===== config.mk =====
export PLATFORM = sky130hd
export DESIGN_NAME = sycc_ctrl
export DESIGN_NICKNAME = d
export VERILOG_FILES = /design/src/inc/sycc_pkg.sv /design/src/sycc_ctrl.sv
export SDC_FILE = /design/constraint.sdc
export NUM_CORES = 1
export LEC_CHECK = 0
export BUFFER_PORTS_ARGS = -buffer_cell sky130_fd_sc_hd__buf_2
export CORE_AREA = 2 2 149 223
export CTS_BUF_LIST = sky130_fd_sc_hd__clkbuf_4 sky130_fd_sc_hd__clkbuf_8
export CTS_CLUSTER_SIZE = 10
export DETAILED_ROUTE_END_ITERATION = 12
export DIE_AREA = 0 0 151 225
export GPL_ROUTABILITY_DRIVEN = 0
export MAX_ROUTING_LAYER = met4
export PLACE_DENSITY = 0.48
export SLEW_MARGIN = 20
export SYNTH_ARGS = -nofsm -noshare
export SYNTH_HDL_FRONTEND = slang
export SYNTH_SLANG_ARGS = --single-unit

===== constraint.sdc =====
create_clock -name clk -period 7.5 [get_ports clk]
set_clock_uncertainty 0.2 [all_clocks]
set_input_delay 0.375 -clock clk [delete_from_list [all_inputs] [get_ports clk]]
set_output_delay 0.375 -clock clk [all_outputs]
set_load 0.005 [all_outputs]

===== src/inc/sycc_pkg.sv =====
// Purpose: Constants for the sysref capture and calibration controller.
// Assumes: Register indices times four give the APB byte address.
// Notes: Long cycle counts are overridable module parameters.
// What this block does
// - Delay sysref by the 4-bit delay field before sampling.
// - Set a sticky edge-seen flag on each captured sysref rising edge.
// - Set a sticky failure flag when setup or hold margin is too small.
// - Clear bits in the capture control register clear the two sticky flags.
// - Control bits enable the sysref receiver and sysref processing separately.
// - With decimation active, reset NCO phase accumulators during lane alignment.
// - Decimation one bypasses down-conversion, giving raw 12-bit samples every cycle.
// - Larger factors 4, 8, 10, 16, 20, 32 give complex output at reduced rate.
// - Foreground calibration holds the output code static until it ends.
// - A self-clearing start bit launches foreground calibration.
// - Foreground calibration ends within a bound, longer with timing calibration.
// - A calibration start restarts the calibration logic at once.
// - Background mode powers five cores and rotates one offline at fixed rate.
// - Offset adjustment is ignored while background calibration is enabled.
// - Timing calibration is off after reset and runs with each calibration start.
package sycc_pkg;
    localparam logic [9:0] IDX_CAPTURE_CTRL = 10'h030;
    localparam logic [9:0] IDX_CAPTURE_FLAGS = 10'h031;
    localparam logic [9:0] IDX_DELAY = 10'h032;
    localparam logic [9:0] IDX_CAL_CTRL = 10'h050;
    localparam logic [9:0] IDX_CAL_MODE = 10'h057;
    localparam logic [9:0] IDX_TIMING_CAL = 10'h066;
    localparam logic [9:0] IDX_DECIMATION = 10'h070;
    localparam logic [9:0] IDX_OFFSET_ADJ = 10'h071;
    localparam logic [9:0] IDX_STATUS = 10'h072;
    localparam int BIT_INPUT_EN = 7;
    localparam int BIT_PROC_EN = 6;
    localparam int BIT_EDGE_CLR = 5;
    localparam int BIT_FAIL_CLR = 4;
    localparam int BIT_EDGE_SEEN = 7;
    localparam int BIT_CAP_FAIL = 6;
    localparam int BIT_CAL_START = 3;
    localparam int BIT_LINK_EN = 0;
    localparam int BIT_BG_SEL = 0;
    localparam int BIT_CONT_SEL = 1;
    localparam int BIT_TIMING_EN = 0;
    localparam int DELAY_W = 4;
    localparam logic [5:0] DECIM_RESET = 6'h01;
    localparam logic [11:0] OFFSET_RESET = 12'h000;
    localparam logic [14:0] CAL_HOLD_CODE = 15'h0000;
    localparam logic [4:0] CORES_FG = 5'h0F;
    localparam logic [4:0] CORES_BG = 5'h1F;
    localparam logic [2:0] CORE_LAST = 3'h4;
    localparam int FG_CYCLES = 102_000_000;
    localparam int FG_TIMING_CYCLES = 227_000_000;
    localparam int FG_BG_CYCLES = 127_500_000;
    localparam int FG_BG_TIMING_CYCLES = 283_750_000;
    localparam int BG_CYCLE_CYCLES = 816_000_000;
    localparam int BG_SLOT_CYCLES = BG_CYCLE_CYCLES / 5;
    localparam int CNT_W = 29;
    typedef enum logic [1:0] {
        CAL_IDLE = 2'b00,
        CAL_FG = 2'b01,
        CAL_BG = 2'b11
    } sycc_cal_type;
endpackage


===== src/sycc_ctrl.sv =====
// Purpose: Sysref capture, output mode and calibration sequencing control.
// Assumes: All inputs are synchronous to clk; APB slave with 32-bit data.
// Notes: Register byte address is four times the register index.
//
// The APB interface to the registers is this design's own decision.
`timescale 1ns/100ps
module sycc_ctrl #(
    parameter int FG_CYCLES = sycc_pkg::FG_CYCLES,
    parameter int FG_TIMING_CYCLES = sycc_pkg::FG_TIMING_CYCLES,
    parameter int FG_BG_CYCLES = sycc_pkg::FG_BG_CYCLES,
    parameter int FG_BG_TIMING_CYCLES = sycc_pkg::FG_BG_TIMING_CYCLES,
    parameter int BG_SLOT_CYCLES = sycc_pkg::BG_SLOT_CYCLES
) (
    input wire logic clk,
    input wire logic rst_n,
    input wire logic psel,
    input wire logic penable,
    input wire logic pwrite,
    input wire logic [11:0] paddr,
    input wire logic [31:0] pwdata,
    output logic [31:0] prdata,
    output logic pready,
    output logic pslverr,
    input wire logic sysref_in,
    input wire logic sysref_margin_low,
    input wire logic link_ila_active,
    input wire logic [11:0] raw_sample,
    input wire logic [14:0] ddc_i,
    input wire logic [14:0] ddc_q,
    output logic [14:0] out_i,
    output logic [14:0] out_q,
    output logic out_valid,
    output logic out_complex,
    output logic sysref_capture_pulse,
    output logic nco_phase_reset,
    output logic serial_link_enable,
    output logic cal_busy,
    output logic timing_cal_run,
    output logic [4:0] cores_powered,
    output logic [2:0] offline_core,
    output logic [11:0] offset_adjust
);
    function automatic logic legal_factor(input logic [5:0] f);
        return f == 6'd1 || f == 6'd4 || f == 6'd8 || f == 6'd10 ||
            f == 6'd16 || f == 6'd20 || f == 6'd32;
    endfunction

    logic [31:0] prdata_q;
    logic pready_q, pslverr_q;
    logic [9:0] idx;
    logic mapped, wr_en;
    logic input_en_q, proc_en_q, edge_seen_q, cap_fail_q;
    logic [sycc_pkg::DELAY_W-1:0] delay_q;
    logic link_en_q, bg_sel_q, cont_sel_q, timing_en_q;
    logic [5:0] decim_q;
    logic [11:0] offset_q;
    logic [15:0] line_q;
    logic tap_q, tap_prev_q, edge_evt, fail_evt, edge_clr, fail_clr;
    logic start_evt;
    sycc_pkg::sycc_cal_type state_q;
    logic [sycc_pkg::CNT_W-1:0] cnt_q, limit;
    logic [2:0] offline_q;
    logic [5:0] dcnt_q;
    logic [14:0] out_i_q, out_q_q;
    logic out_valid_q, out_complex_q, pulse_q, nco_q, run_q;
    logic [4:0] cores_q;
    logic [11:0] offset_out_q;

    assign idx = paddr[11:2];
    assign mapped = idx == sycc_pkg::IDX_CAPTURE_CTRL ||
        idx == sycc_pkg::IDX_CAPTURE_FLAGS || idx == sycc_pkg::IDX_DELAY ||
        idx == sycc_pkg::IDX_CAL_CTRL || idx == sycc_pkg::IDX_CAL_MODE ||
        idx == sycc_pkg::IDX_TIMING_CAL || idx == sycc_pkg::IDX_DECIMATION ||
        idx == sycc_pkg::IDX_OFFSET_ADJ || idx == sycc_pkg::IDX_STATUS;
    assign wr_en = psel && penable && pready_q && pwrite && mapped;
    assign edge_clr = wr_en && idx == sycc_pkg::IDX_CAPTURE_CTRL &&
        pwdata[sycc_pkg::BIT_EDGE_CLR];
    assign fail_clr = wr_en && idx == sycc_pkg::IDX_CAPTURE_CTRL &&
        pwdata[sycc_pkg::BIT_FAIL_CLR];
    assign start_evt = wr_en && idx == sycc_pkg::IDX_CAL_CTRL &&
        pwdata[sycc_pkg::BIT_CAL_START];

    // The answer is prepared in the setup cycle so every access completes with no wait.
    always_ff @(posedge clk or negedge rst_n) begin
        if (!rst_n) begin
            pready_q <= 1'b0;
            pslverr_q <= 1'b0;
            prdata_q <= 32'h0000_0000;
        end else begin
            pready_q <= psel && !penable;
            pslverr_q <= psel && !penable && !mapped;
            if (psel && !penable) begin
                prdata_q <= 32'h0000_0000;
                if (!pwrite) begin
                    unique case (idx)
                        sycc_pkg::IDX_CAPTURE_CTRL: begin
                            prdata_q[sycc_pkg::BIT_INPUT_EN] <= input_en_q;
                            prdata_q[sycc_pkg::BIT_PROC_EN] <= proc_en_q;
                        end
                        sycc_pkg::IDX_CAPTURE_FLAGS: begin
                            prdata_q[sycc_pkg::BIT_EDGE_SEEN] <= edge_seen_q;
                            prdata_q[sycc_pkg::BIT_CAP_FAIL] <= cap_fail_q;
                        end
                        sycc_pkg::IDX_DELAY: prdata_q[3:0] <= delay_q;
                        sycc_pkg::IDX_CAL_CTRL:
                            prdata_q[sycc_pkg::BIT_LINK_EN] <= link_en_q;
                        sycc_pkg::IDX_CAL_MODE: begin
                            prdata_q[sycc_pkg::BIT_BG_SEL] <= bg_sel_q;
                            prdata_q[sycc_pkg::BIT_CONT_SEL] <= cont_sel_q;
                        end
                        sycc_pkg::IDX_TIMING_CAL:
                            prdata_q[sycc_pkg::BIT_TIMING_EN] <= timing_en_q;
                        sycc_pkg::IDX_DECIMATION: prdata_q[5:0] <= decim_q;
                        sycc_pkg::IDX_OFFSET_ADJ: prdata_q[11:0] <= offset_q;
                        sycc_pkg::IDX_STATUS:
                            prdata_q[5:0] <= {offline_q, state_q, cal_busy};
                        default: prdata_q <= 32'h0000_0000;
                    endcase
                end
            end
        end
    end

    // Start and clear bits are never stored.
    always_ff @(posedge clk or negedge rst_n) begin
        if (!rst_n) begin
            input_en_q <= 1'b0;
            proc_en_q <= 1'b0;
            delay_q <= '0;
            link_en_q <= 1'b0;
            bg_sel_q <= 1'b0;
            cont_sel_q <= 1'b0;
            timing_en_q <= 1'b0;
            decim_q <= sycc_pkg::DECIM_RESET;
            offset_q <= sycc_pkg::OFFSET_RESET;
        end else if (wr_en) begin
            unique case (idx)
                sycc_pkg::IDX_CAPTURE_CTRL: begin
                    input_en_q <= pwdata[sycc_pkg::BIT_INPUT_EN];
                    proc_en_q <= pwdata[sycc_pkg::BIT_PROC_EN];
                end
                sycc_pkg::IDX_DELAY: delay_q <= pwdata[3:0];
                sycc_pkg::IDX_CAL_CTRL:
                    link_en_q <= pwdata[sycc_pkg::BIT_LINK_EN];
                sycc_pkg::IDX_CAL_MODE: begin
                    bg_sel_q <= pwdata[sycc_pkg::BIT_BG_SEL];
                    cont_sel_q <= pwdata[sycc_pkg::BIT_CONT_SEL];
                end
                sycc_pkg::IDX_TIMING_CAL:
                    timing_en_q <= pwdata[sycc_pkg::BIT_TIMING_EN];
                sycc_pkg::IDX_DECIMATION: begin
                    // Unsupported factors are dropped so the rate stays legal.
                    if (legal_factor(pwdata[5:0])) begin
                        decim_q <= pwdata[5:0];
                    end
                end
                sycc_pkg::IDX_OFFSET_ADJ: offset_q <= pwdata[11:0];
                default: input_en_q <= input_en_q;
            endcase
        end
    end

    // The receiver enable gates the pin before the taps.
    always_ff @(posedge clk or negedge rst_n) begin
        if (!rst_n) begin
            line_q <= 16'h0000;
            tap_q <= 1'b0;
            tap_prev_q <= 1'b0;
        end else begin
            line_q <= {line_q[14:0], sysref_in && input_en_q};
            tap_q <= line_q[delay_q];
            tap_prev_q <= tap_q;
        end
    end

    assign edge_evt = proc_en_q && tap_q && !tap_prev_q;
    assign fail_evt = proc_en_q && input_en_q && sysref_margin_low;

    always_ff @(posedge clk or negedge rst_n) begin
        if (!rst_n) begin
            edge_seen_q <= 1'b0;
            cap_fail_q <= 1'b0;
            pulse_q <= 1'b0;
        end else begin
            pulse_q <= edge_evt;
            if (edge_evt) begin
                edge_seen_q <= 1'b1;
            end else if (edge_clr) begin
                edge_seen_q <= 1'b0;
            end
            if (fail_evt) begin
                cap_fail_q <= 1'b1;
            end else if (fail_clr) begin
                cap_fail_q <= 1'b0;
            end
        end
    end

    always_comb begin
        if (bg_sel_q && cont_sel_q) begin
            limit = timing_en_q ? sycc_pkg::CNT_W'(FG_BG_TIMING_CYCLES) :
                sycc_pkg::CNT_W'(FG_BG_CYCLES);
        end else begin
            limit = timing_en_q ? sycc_pkg::CNT_W'(FG_TIMING_CYCLES) :
                sycc_pkg::CNT_W'(FG_CYCLES);
        end
    end

    // A start in any state restarts the sequence at once.
    always_ff @(posedge clk or negedge rst_n) begin
        if (!rst_n) begin
            state_q <= sycc_pkg::CAL_IDLE;
            cnt_q <= '0;
            offline_q <= 3'h0;
            run_q <= 1'b0;
        end else if (start_evt) begin
            state_q <= sycc_pkg::CAL_FG;
            cnt_q <= '0;
            offline_q <= 3'h0;
            run_q <= timing_en_q;
        end else begin
            unique case (state_q)
                sycc_pkg::CAL_IDLE: cnt_q <= '0;
                sycc_pkg::CAL_FG: begin
                    if (cnt_q >= limit - 1'b1) begin
                        cnt_q <= '0;
                        run_q <= 1'b0;
                        state_q <= (bg_sel_q && cont_sel_q) ?
                            sycc_pkg::CAL_BG : sycc_pkg::CAL_IDLE;
                    end else begin
                        cnt_q <= cnt_q + 1'b1;
                    end
                end
                sycc_pkg::CAL_BG: begin
                    if (!(bg_sel_q && cont_sel_q)) begin
                        state_q <= sycc_pkg::CAL_IDLE;
                        cnt_q <= '0;
                    end else if (cnt_q >= sycc_pkg::CNT_W'(BG_SLOT_CYCLES - 1)) begin
                        cnt_q <= '0;
                        offline_q <= (offline_q == sycc_pkg::CORE_LAST) ?
                            3'h0 : offline_q + 3'h1;
                    end else begin
                        cnt_q <= cnt_q + 1'b1;
                    end
                end
                default: state_q <= sycc_pkg::CAL_IDLE;
            endcase
        end
    end

    // Foreground calibration freezes the code rather than passing noise.
    always_ff @(posedge clk or negedge rst_n) begin
        if (!rst_n) begin
            dcnt_q <= 6'h00;
            out_i_q <= sycc_pkg::CAL_HOLD_CODE;
            out_q_q <= sycc_pkg::CAL_HOLD_CODE;
            out_valid_q <= 1'b0;
            out_complex_q <= 1'b0;
        end else if (state_q == sycc_pkg::CAL_FG || start_evt) begin
            dcnt_q <= 6'h00;
            out_i_q <= sycc_pkg::CAL_HOLD_CODE;
            out_q_q <= sycc_pkg::CAL_HOLD_CODE;
            out_valid_q <= 1'b0;
        end else if (decim_q == 6'd1) begin
            dcnt_q <= 6'h00;
            out_i_q <= {3'b000, raw_sample};
            out_q_q <= 15'h0000;
            out_valid_q <= 1'b1;
            out_complex_q <= 1'b0;
        end else begin
            out_complex_q <= 1'b1;
            out_valid_q <= dcnt_q == decim_q - 6'd1;
            dcnt_q <= (dcnt_q == decim_q - 6'd1) ? 6'h00 : dcnt_q + 6'h01;
            if (dcnt_q == decim_q - 6'd1) begin
                out_i_q <= ddc_i;
                out_q_q <= ddc_q;
            end
        end
    end

    always_ff @(posedge clk or negedge rst_n) begin
        if (!rst_n) begin
            nco_q <= 1'b0;
            cores_q <= sycc_pkg::CORES_FG;
            offset_out_q <= sycc_pkg::OFFSET_RESET;
        end else begin
            nco_q <= link_ila_active && decim_q != 6'd1;
            cores_q <= (state_q == sycc_pkg::CAL_BG) ?
                sycc_pkg::CORES_BG : sycc_pkg::CORES_FG;
            offset_out_q <= (bg_sel_q && cont_sel_q) ?
                sycc_pkg::OFFSET_RESET : offset_q;
        end
    end

    assign cal_busy = state_q == sycc_pkg::CAL_FG;
    assign prdata = prdata_q;
    assign pready = pready_q;
    assign pslverr = pslverr_q;
    assign out_i = out_i_q;
    assign out_q = out_q_q;
    assign out_valid = out_valid_q;
    assign out_complex = out_complex_q;
    assign sysref_capture_pulse = pulse_q;
    assign nco_phase_reset = nco_q;
    assign serial_link_enable = link_en_q;
    assign timing_cal_run = run_q;
    assign cores_powered = cores_q;
    assign offline_core = offline_q;
    assign offset_adjust = offset_out_q;
endmodule // sycc_ctrl


==> impl_metrics.env, run 1 <==
export IMPL_synthCells=733
export IMPL_cts_inserted_buffers=17
export IMPL_nets=1042
export IMPL_drt_iter0_markers=254
export IMPL_layout_commonest_cell="dfrtp_1"
export IMPL_initial_utilization=0.2487
export IMPL_cellPowerDensity_nw_per_um2=201.6
export IMPL_area_delta_synth_final_pct=24.15
export IMPL_postSynthAreaPerCell_um2=10.80
export IMPL_setup_worst_path_end_class="flop"
export IMPL_grt_overflow=0
export IMPL_min_path_type="in2reg"
export IMPL_core_um2=31830
export IMPL_crit_chain="and2_4, inv_1, ha_1, inv_1, ha_1, and4_1, nand3_1, nor4_1, o21ai_0, and4_1, o21ai_4, nor2_1"
export IMPL_ant_nets=0
export IMPL_slew_viol_final=0
export IMPL_io_pins=185
export IMPL_hold_viol=0
export IMPL_max_freq_mhz=247.6
export IMPL_mostFrequentLayoutCells="dfrtp_1, buf_2, nor2_1"
export IMPL_cts_sinks=150
export IMPL_grt_max_degree=92
export IMPL_yosys_cell_types_count=73
export IMPL_ys_seq_area_frac=0.4742
export IMPL_yosys_top_cells_area="dfrtp_1, ha_1, a22o_1"
export IMPL_critPathTopFamily="simple AND/OR/NAND/NOR gates"
export IMPL_totalWireLength_um=21820
export IMPL_yosysWarnings=0
export IMPL_fillers=3336
export IMPL_synth_area_um2=7918
export IMPL_cts_resized=0
export IMPL_die_h_um=225
export IMPL_critPathLaunchType="flop"
export IMPL_post_dp_cell_area_um2=8871
export IMPL_post_route_min_period_ns=4.039
export IMPL_synth_top_family_by_area="simple AND/OR/NAND/NOR gates"
export IMPL_first_pass_iters=5
export IMPL_rows=80
export IMPL_synth_mux_area_frac=0.08186
export IMPL_max_slew_margin=0.3671
export IMPL_io_buffers=138
export IMPL_drive_gt1_frac=0.2478
export IMPL_die_w_um=151
export IMPL_synth_top_area_frac=0.4709
export IMPL_synthArstFlopShare=1.000
export IMPL_grt_usage=0.1377
export IMPL_cp_max_fo=19
export IMPL_yosys_area_share_simple=0.1716
export IMPL_clk_latency_ns=0.49
export IMPL_place_ws_ns=3.391
export IMPL_antenna_found_initial=4
export IMPL_post_drt_via_cell_ratio=4.601
export IMPL_synthAdderAreaFrac=0.05057
export IMPL_ys_seq_elements=150
export IMPL_setup_tns_ns=0
export IMPL_grt_pass1_vias=6328
export IMPL_cts_root_buf="clkbuf_8"
export IMPL_setup_viol=0
export IMPL_cts_tree="built"
export IMPL_hpwl_um=15400
export IMPL_postLayoutCellArea_um2=9829
export IMPL_synth_edf_count=0
export IMPL_fp_dieArea_um2=33980
export IMPL_outcome="complete, no violations"
export IMPL_cap_violations=0
export IMPL_clk_path_buf_depth=2
export IMPL_cp_arrival_ns=4.18
export IMPL_wl_per_cell_um=16.26
export IMPL_worst_pin_slew_ns=0.9407
export IMPL_rsz0062_at_grt="false"
export IMPL_grt_pass1_wl_um=34710
export IMPL_cp_required_ns=7.64
export IMPL_cts_reportedPaths_clkPinSlew_ns=0.09
export IMPL_ir_drop_uv=97.68
export IMPL_synth_compound_area_frac=0.1280
export IMPL_synth_xor_area_frac=0.03761
export IMPL_synth_area_leader_cell="dfrtp_1"
export IMPL_fin_ws_ns=3.461
export IMPL_path_class="reg2reg"
export IMPL_slowest_delay_ns=0.53
export IMPL_leakagePower_nw=4.760
export IMPL_cp_num_buf_inv=2
export IMPL_period_share=0.5386
export IMPL_cts_htree_levels=4
export IMPL_synth_main_ff_cell="dfrtp_1"
export IMPL_num_vias=6175
export IMPL_drc_errors=0
export IMPL_cp_slowest_cell="o21ai_4"
[through the flow]
step           total power [mW]  utilization  instances  hold WS [ns]
3_5_place_dp              1.293       0.2787       1251        0.1550
5_1_grt                   2.104       0.3088       1342       0.01799
4_1_cts                   2.024       0.3085       1338      0.001027
2_1_floorplan             1.148            -        756       -0.1206
6_report                  1.981       0.3088       1342       0.04428
3_3_place_gp              1.293       0.2787       1251        0.1546
[sequential cells by signal (all words and copies together), names as in the netlist, 2 cells and up]
register,flops
offset_adjust,12
cnt_q,29
line_q,16
offset_q,12
delay_q,4
dcnt_q,6
decim_q,6
offline_core,3
out_q,15
state_q,2
out_i,15
prdata,12
[routing by layer]
metal  part of all wire  vias to the layer above  track usage
met5                  0                        -            -
met4              0.036                        0      0.06753
met3              0.035                       38      0.02510
met2               0.51                      175       0.2321
met1               0.42                     3011       0.1562
li1                   -                     2951            -
[power breakdown]
group / total (mW) / switching (mW) / internal [mW]
Sequential: 0.968 / 0.0630 / 0.905
Clock: 0.643 / 0.333 / 0.311
Combinational: 0.370 / 0.146 / 0.224
Total: 1.98 / 0.542 / 1.44
[Yosys cell counts, types with 3 or more instances]
cell and instances:
dfrtp_1 149, nor2_1 58, nand2_1 48, nand3_1 36
ha_1 32, a22o_1 26, buf_4 25, inv_1 21
mux2_2 20, xor2_1 20, a21oi_1 18, and2_1 18
o21ai_0 18, clkbuf_1 16, mux2i_1 16, nor3_1 16
xnor2_1 14, a211oi_1 13, nand4_1 13, and3_1 12
mux2_4 10, buf_2 9, o22ai_1 7, or3_1 7
a21o_1 6, a22oi_1 6, nor3b_1 6, mux4_2 5
nor2b_1 5, nor4_1 5, buf_6 4, nand2b_1 4
o21a_1 4, a211o_1 3, a21boi_0 3, a31o_2 3
and3b_1 3, and4_1 3, nand3b_1 3, o21ba_2 3
o2bb2ai_1 3, o31ai_1 3
[timing repair]
action,in CTS,in global routing
hold buffers,56,0
endpoints found under the hold margin,137,0
setup buffers,0,0
[final timing paths]
path / startpoint / to / slack (ns) / depth (start not counted)
min reg2reg: line_q[0] / line_q[1] / 0.17 / 0
min: pwdata[5] / offset_q[5] / 0.04 / 2
max: bg_sel_q / cnt_q[21] / 3.46 / 12
max reg2reg: bg_sel_q / cnt_q[21] / 3.46 / 12
max in group asynchronous: rst_n / cnt_q[2] / 5.47 / 3
min in group asynchronous: rst_n / out_i[11] / 0.31 / 2
[kinds of logic after synthesis]
family | count (synthesis)
AOI/OAI and AO/OA | 135
xor gates and xnor gates | 34
muxes | 51
and+or+nand+nor | 253
DFF | 150
adders and majority gates | 32
buffers and inverters | 76
other | 2
[layout make-up]
class,instances,area (um^2),area share
Sequential cell,150,3755,0.3820
Clock buffer,20,262.8,0.02673
Timing Repair Buffer,196,1272,0.1295
Tap cell,410,513.0,0.05219
Clock inverter,11,125.1,0.01273
Multi-Input combinational cell,530,3812,0.3879
Inverter,21,78.83,0.008019
Antenna cell,4,10.01,0.001018
Power figures use the tool's default switching activity.
==> inputs of run 2 (changes only) <==
ABC_AREA = 1   (was not set)
CORE_AREA = 2 2 155 233   (was 2 2 149 223)
DIE_AREA = 0 0 157 235   (was 0 0 151 225)
clock period = 4.1 ns   (was 7.5 ns; I/O delays follow)
==> run 2 against run 1 <==
Combinational power down 47%. Register-to-register slack got worse by 2.6 ns. Wire length grew 20%. Synthesized area grew 9.1%. Count of clock-buffer cells in the layout rose by 2. Highest routed layer unchanged.
==> impl_metrics.env, run 2 <==
export IMPL_yosys_top_cells_area="dfrtp_1, nand2_1, inv_1"
export IMPL_drc_errors=0
export IMPL_max_freq_mhz=304.0
export IMPL_stdcell_count=1817
export IMPL_setup_worst_path_end_class="flop"
export IMPL_rsz0062_at_grt="false"
export IMPL_yosys_cell_types_count=43
export IMPL_grt_usage=0.1531
export IMPL_hold_viol=0
export IMPL_synthCells=1127
export IMPL_synth_area_leader_cell="dfrtp_1"
export IMPL_cts_reportedPaths_clkPinSlew_ns=0.09
export IMPL_grt_max_degree=89
export IMPL_initial_utilization=0.2484
export IMPL_cts_htree_levels=4
export IMPL_post_cts_setup_buffers=0
export IMPL_hpwl_um=19910
export IMPL_largest_register_ff_count=29
export IMPL_ir_drop_uv=199.2
export IMPL_synth_area_um2=8642
export IMPL_slew_viol_final=0
export IMPL_die_h_um=235
export IMPL_clk_path_buf_depth=2
export IMPL_synth_most_common_cell="nand2_1"
export IMPL_layout_commonest_cell="nand2_1"
export IMPL_ys_seq_area_frac=0.4345
export IMPL_num_vias=7833
export IMPL_antenna_found_initial=1
export IMPL_post_drt_via_cell_ratio=4.311
export IMPL_min_path_type="in2async"
export IMPL_cp_arrival_ns=3.48
export IMPL_fillers=3792
export IMPL_nets=1456
export IMPL_synth_common_cells="nand2_1, dfrtp_1, inv_1"
export IMPL_synth_edf_count=0
export IMPL_yosysWarnings=0
export IMPL_first_pass_iters=5
export IMPL_ys_seq_elements=150
export IMPL_area_delta_synth_final_pct=25.09
export IMPL_cp_required_ns=4.29
export IMPL_leakagePower_nw=5.416
export IMPL_path_class="reg2reg"
export IMPL_cap_violations=0
export IMPL_synth_top_area_frac=0.4314
export IMPL_worst_pin_slew_ns=0.6441
export IMPL_outcome="complete, no violations"
export IMPL_rows=84
export IMPL_totalWireLength_um=26200
export IMPL_io_pins=185
export IMPL_critPathLaunchType="flop"
export IMPL_grt_pass1_vias=8031
export IMPL_cts_inserted_buffers=17
export IMPL_drive_gt1_frac=0.1713
export IMPL_dpl_cell_count=1717
export IMPL_synth_main_ff_cell="dfrtp_1"
export IMPL_period_share=0.8023
export IMPL_clk_latency_ns=0.49
export IMPL_top_regs="cnt_q: 29 flops, line_q: 16 flops"
export IMPL_grt_pass1_wl_um=42520
export IMPL_cts_resized=0
export IMPL_post_route_min_period_ns=3.289
export IMPL_cts_root_buf="clkbuf_8"
export IMPL_cellPowerDensity_nw_per_um2=268.1
export IMPL_cts_tree="built"
export IMPL_mostFrequentLayoutCells="nand2_1, dfrtp_1, buf_2"
export IMPL_wl_per_cell_um=14.42
export IMPL_drt_iter0_markers=425
export IMPL_fp_dieArea_um2=36900
export IMPL_setup_viol=0
export IMPL_setup_tns_ns=0
export IMPL_timing_hold_ws_ns=0.07640
export IMPL_max_slew_margin=0.5700
export IMPL_top_register="cnt_q"
export IMPL_ant_nets=0
export IMPL_io_buffers=138
export IMPL_cp_max_fo=19
export IMPL_grt_overflow=0
export IMPL_core_um2=34790
export IMPL_cts_sinks=150
export IMPL_postSynthAreaPerCell_um2=7.668
export IMPL_synthArstFlopShare=1.000
export IMPL_die_w_um=157
## run 2: cell type report
class / count / area, um^2 / area share
Inverter: 130 / 488.0 / 0.04514
Sequential cell: 150 / 3755 / 0.3473
Tap cell: 473 / 591.8 / 0.05475
Multi-Input combinational cell: 822 / 4153 / 0.3841
Antenna cell: 1 / 2.502 / 0.0002315
Clock buffer: 22 / 290.3 / 0.02685
Timing Repair Buffer: 209 / 1410 / 0.1304
Clock inverter: 10 / 120.1 / 0.01111
## run 2: path summary, 6_finish.rpt
check                             from          end  slack, ns  depth (start not counted)
setup / recovery           timing_en_q    cnt_q[22]       0.81                         17
hold / removal                   rst_n    out_i[12]       0.08                          2
setup reg to reg           timing_en_q    cnt_q[22]       0.81                         17
hold reg to reg             line_q[14]   line_q[15]       0.17                          0
max in group asynchronous        rst_n  offset_q[9]       2.70                          3
min in group clk                  psel    prdata[8]       0.08                          5
## run 2: logic make-up after synthesis
group                    after synthesis  synth area share
other                                  2         0.0008690
flip-flops                           150            0.4345
XOR/XNOR                              27           0.02736
AO/OA/AOI/OAI                        136           0.09078
buffers and inverters                178           0.09498
adder cells (fa/ha/maj)               32           0.04633
AND/OR/NAND/NOR                      602            0.3052
## run 2: worst max-delay path: stages (launching register included)
cell and delay (ns):
dfrtp_1 0.47, inv_1 0.28, ha_1 0.30, inv_1 0.08, ha_1 0.29, nand2_1 0.09, inv_1 0.06, nand2_1 0.06
nand2_1 0.04, nand2_1 0.06, nand3_1 0.09, nand2_1 0.07, nand2_1 0.05, nand2_1 0.15, nand3_2 0.33, nand2_4 0.35
nand2_1 0.08, o21ai_0 0.15
## run 2: power breakdown
part           switching (mW)  total, mW  leakage (nW)  internal [mW]
Sequential            0.00993       1.50          2.01           1.49
Combinational           0.103      0.196          3.20         0.0929
Clock                   0.593       1.20         0.207          0.606
Total                   0.706       2.90          5.42           2.19
## run 2: per-layer routing
metal  vias up  share of wire  global-route usage
li1       3949              -                   -
met1      3671           0.39              0.1577
met2       155           0.54              0.2749
met3        58          0.030             0.02803
met4         0          0.040             0.07562
met5         -              0                   -
## run 2: per-stage QoR
step / instance area, um^2 / total power [mW] / setup slack [ns] / utilization
3_5_place_dp: 9727 / 1.684 / 0.8401 / 0.2796
6_report: 10810 / 2.898 / 0.8108 / 0.3107
3_3_place_gp: 9727 / 1.682 / 0.8652 / 0.2796
2_1_floorplan: 8728 / 1.601 / 1.590 / -
4_1_cts: 10810 / 2.949 / 0.8072 / 0.3107
5_1_grt: 10810 / 3.027 / 0.4443 / 0.3107
## run 2: timing repair
item                                    4_1_cts  5_1_grt
endpoints found under the setup margin        0        0
hold buffers                                 67        0
endpoints found under the hold margin       135        0
==> inputs of run 3 (changes only) <==
PLACE_DENSITY = 0.49   (was 0.48)
clock period = 2.7 ns   (was 4.1 ns; I/O delays follow)
==> run 3 against run 2 <==
Utilization up 1.8 points. Maximum frequency up 25%. First-iteration DRC count up 22%. Critical path type unchanged. Combinational power up 56%. Sequential share of layout area down 1.9 points. Design area up 5.9%. Setup slack worse by 0.75 ns. Critical path depth down 1. Sequential power up 52%. Highest routed layer unchanged. Worst hold slack worse by 0.035 ns. Via count up 3.3%. Cell count up 2.5%.
==> impl_metrics.env, run 3 (synthesis gave the netlist of run 2 again) <==
export IMPL_totalWireLength_um=27410
export IMPL_area_delta_synth_final_pct=32.45
export IMPL_drc_errors=0
export IMPL_grt_pass1_vias=8147
export IMPL_path_class="reg2reg"
export IMPL_cts_sinks=150
export IMPL_io_pins=185
export IMPL_cp_required_ns=2.90
export IMPL_multiInputGateArea_um2=4454
export IMPL_slew_viol_final=0
export IMPL_die_w_um=157
export IMPL_first_pass_iters=5
export IMPL_cp_arrival_ns=2.83
export IMPL_cts_htree_levels=4
export IMPL_dpl_cell_count=1746
export IMPL_postLayoutCellArea_um2=11450
export IMPL_drive_gt1_frac=0.2233
export IMPL_period_share=0.9760
export IMPL_cts_root_buf="clkbuf_8"
export IMPL_cts_inserted_buffers=17
export IMPL_grt_max_degree=71
export IMPL_nets=1502
export IMPL_post_route_min_period_ns=2.635
export IMPL_die_h_um=235
export IMPL_initial_utilization=0.2484
export IMPL_mostFrequentLayoutCells="nand2_1, dfrtp_1, buf_2"
export IMPL_top_register="cnt_q"
export IMPL_clk_path_buf_depth=2
export IMPL_crit_path_frequent_cell="nand2_1"
export IMPL_seq_area_um2=3755
export IMPL_core_um2=34790
export IMPL_grt_overflow=0
export IMPL_stdcell_count=1862
export IMPL_fp_dieArea_um2=36900
export IMPL_max_slew_margin=0.5356
export IMPL_min_path_type="in2async"
export IMPL_outcome="complete, no violations"
export IMPL_utilization=0.3290
export IMPL_setup_worst_path_end_class="flop"
export IMPL_post_drt_via_cell_ratio=4.346
export IMPL_setup_viol=0
export IMPL_drt_iter0_markers=519
export IMPL_ir_drop_uv=334.3
export IMPL_critPathLaunchType="flop"
export IMPL_hpwl_um=20150
export IMPL_cts_reportedPaths_clkPinSlew_ns=0.10
export IMPL_cp_max_fo=6
export IMPL_top_regs="cnt_q: 29 flops, line_q: 16 flops"
export IMPL_antenna_found_initial=1
export IMPL_setup_tns_ns=0
export IMPL_post_dp_cell_area_um2=9970
export IMPL_rsz0062_at_grt="true"
export IMPL_grt_pass1_wl_um=42850
export IMPL_cap_violations=0
export IMPL_io_buffers=138
export IMPL_max_freq_mhz=379.5
export IMPL_grt_usage=0.1530
export IMPL_cp_num_buf_inv=3
export IMPL_num_vias=8092
export IMPL_largest_register_ff_count=29
export IMPL_cellPowerDensity_nw_per_um2=368.1
export IMPL_leakagePower_nw=5.665
export IMPL_cts_tree="built"
export IMPL_fillers=3724
export IMPL_cp_slowest_cell="dfrtp_1"
export IMPL_design_power_total_mw=4.213
export IMPL_worst_pin_slew_ns=0.6965
export IMPL_hold_viol=0
export IMPL_slowest_delay_ns=0.40
export IMPL_crit_chain="nand2_4, ha_4, inv_6, ha_4, nand3_2, nand2_1, inv_1, nand2_1, a21oi_2, nand2_2, nor2_4, nand3_4, buf_4, nand2_4, nand2_1, o21ai_0"
export IMPL_wl_per_cell_um=14.72
export IMPL_rows=84
export IMPL_ant_nets=0
export IMPL_critPathTopFamily="simple AND/OR/NAND/NOR gates"
export IMPL_clk_latency_ns=0.47
export IMPL_layout_commonest_cell="nand2_1"
[run 3: changes by cell type in the layout (fill, tap and decap cells not counted), sizes merged]
cell         previous run  this run
buf                   142       183
clkbuf                 22        17
inv                   132       136
clkinvlp                2         5
nand2                 373       376
bufinv                  2         0
dlygate4sd3            67        69
clkinv                  4         3
[run 3: stage by stage]
step / hold slack, ns / worst slack (ns)
after global placement: 0.01813 / 0.03672
final: 0.04101 / 0.06480
after CTS: 0.02050 / 0.002453
after global routing: 0.09132 / -0.08866
after detailed placement: 0.01196 / -0.05185
after floorplan: -0.3606 / 0.1904
[run 3: path summary, 6_finish.rpt]
check,start,end,slack (ns),cells past startpoint
worst max-delay path,cont_sel_q,cnt_q[18],0.06,16
worst min-delay path,rst_n,out_q[10],0.04,2
worst max register to register,cont_sel_q,cnt_q[18],0.06,16
worst min register to register,line_q[5],line_q[6],0.17,0
max in group asynchronous,rst_n,line_q[14],1.53,3
min in group clk,paddr[3],cnt_q[27],0.07,7
[run 3: what timing repair did]
action,4_1_cts,5_1_grt
hold buffers,69,0
pin swaps,0,18
endpoints found under the hold margin,232,0
setup buffers,0,10
endpoints found under the setup margin,17,68
cloned,0,5
resized for setup,2,73
[run 3: routing by layer]
layer	wire (um)	share of wire	track usage	vias to the layer above
met2	14480	0.53	0.2661	180
met4	1377	0.050	0.08535	0
met3	733	0.027	0.02195	69
li1	-	-	-	4051
met1	10820	0.39	0.1650	3792
met5	0	0	-	-
[run 3: power by group]
group / internal, mW / switching, mW / leakage [nW]
sequential: 2.27 / 0.0148 / 2.01
combinational: 0.146 / 0.160 / 3.49
clock: 0.649 / 0.976 / 0.164
total: 3.06 / 1.15 / 5.66
[run 3: layout make-up]
type,count,area share
multi-input combinational,825,0.3892
sequential,150,0.3280
timing repair buffer,252,0.1571
tap,473,0.05171
inverter,130,0.04329
clock buffer,17,0.02044
clock inverter,14,0.01006
antenna,1,0.0002186
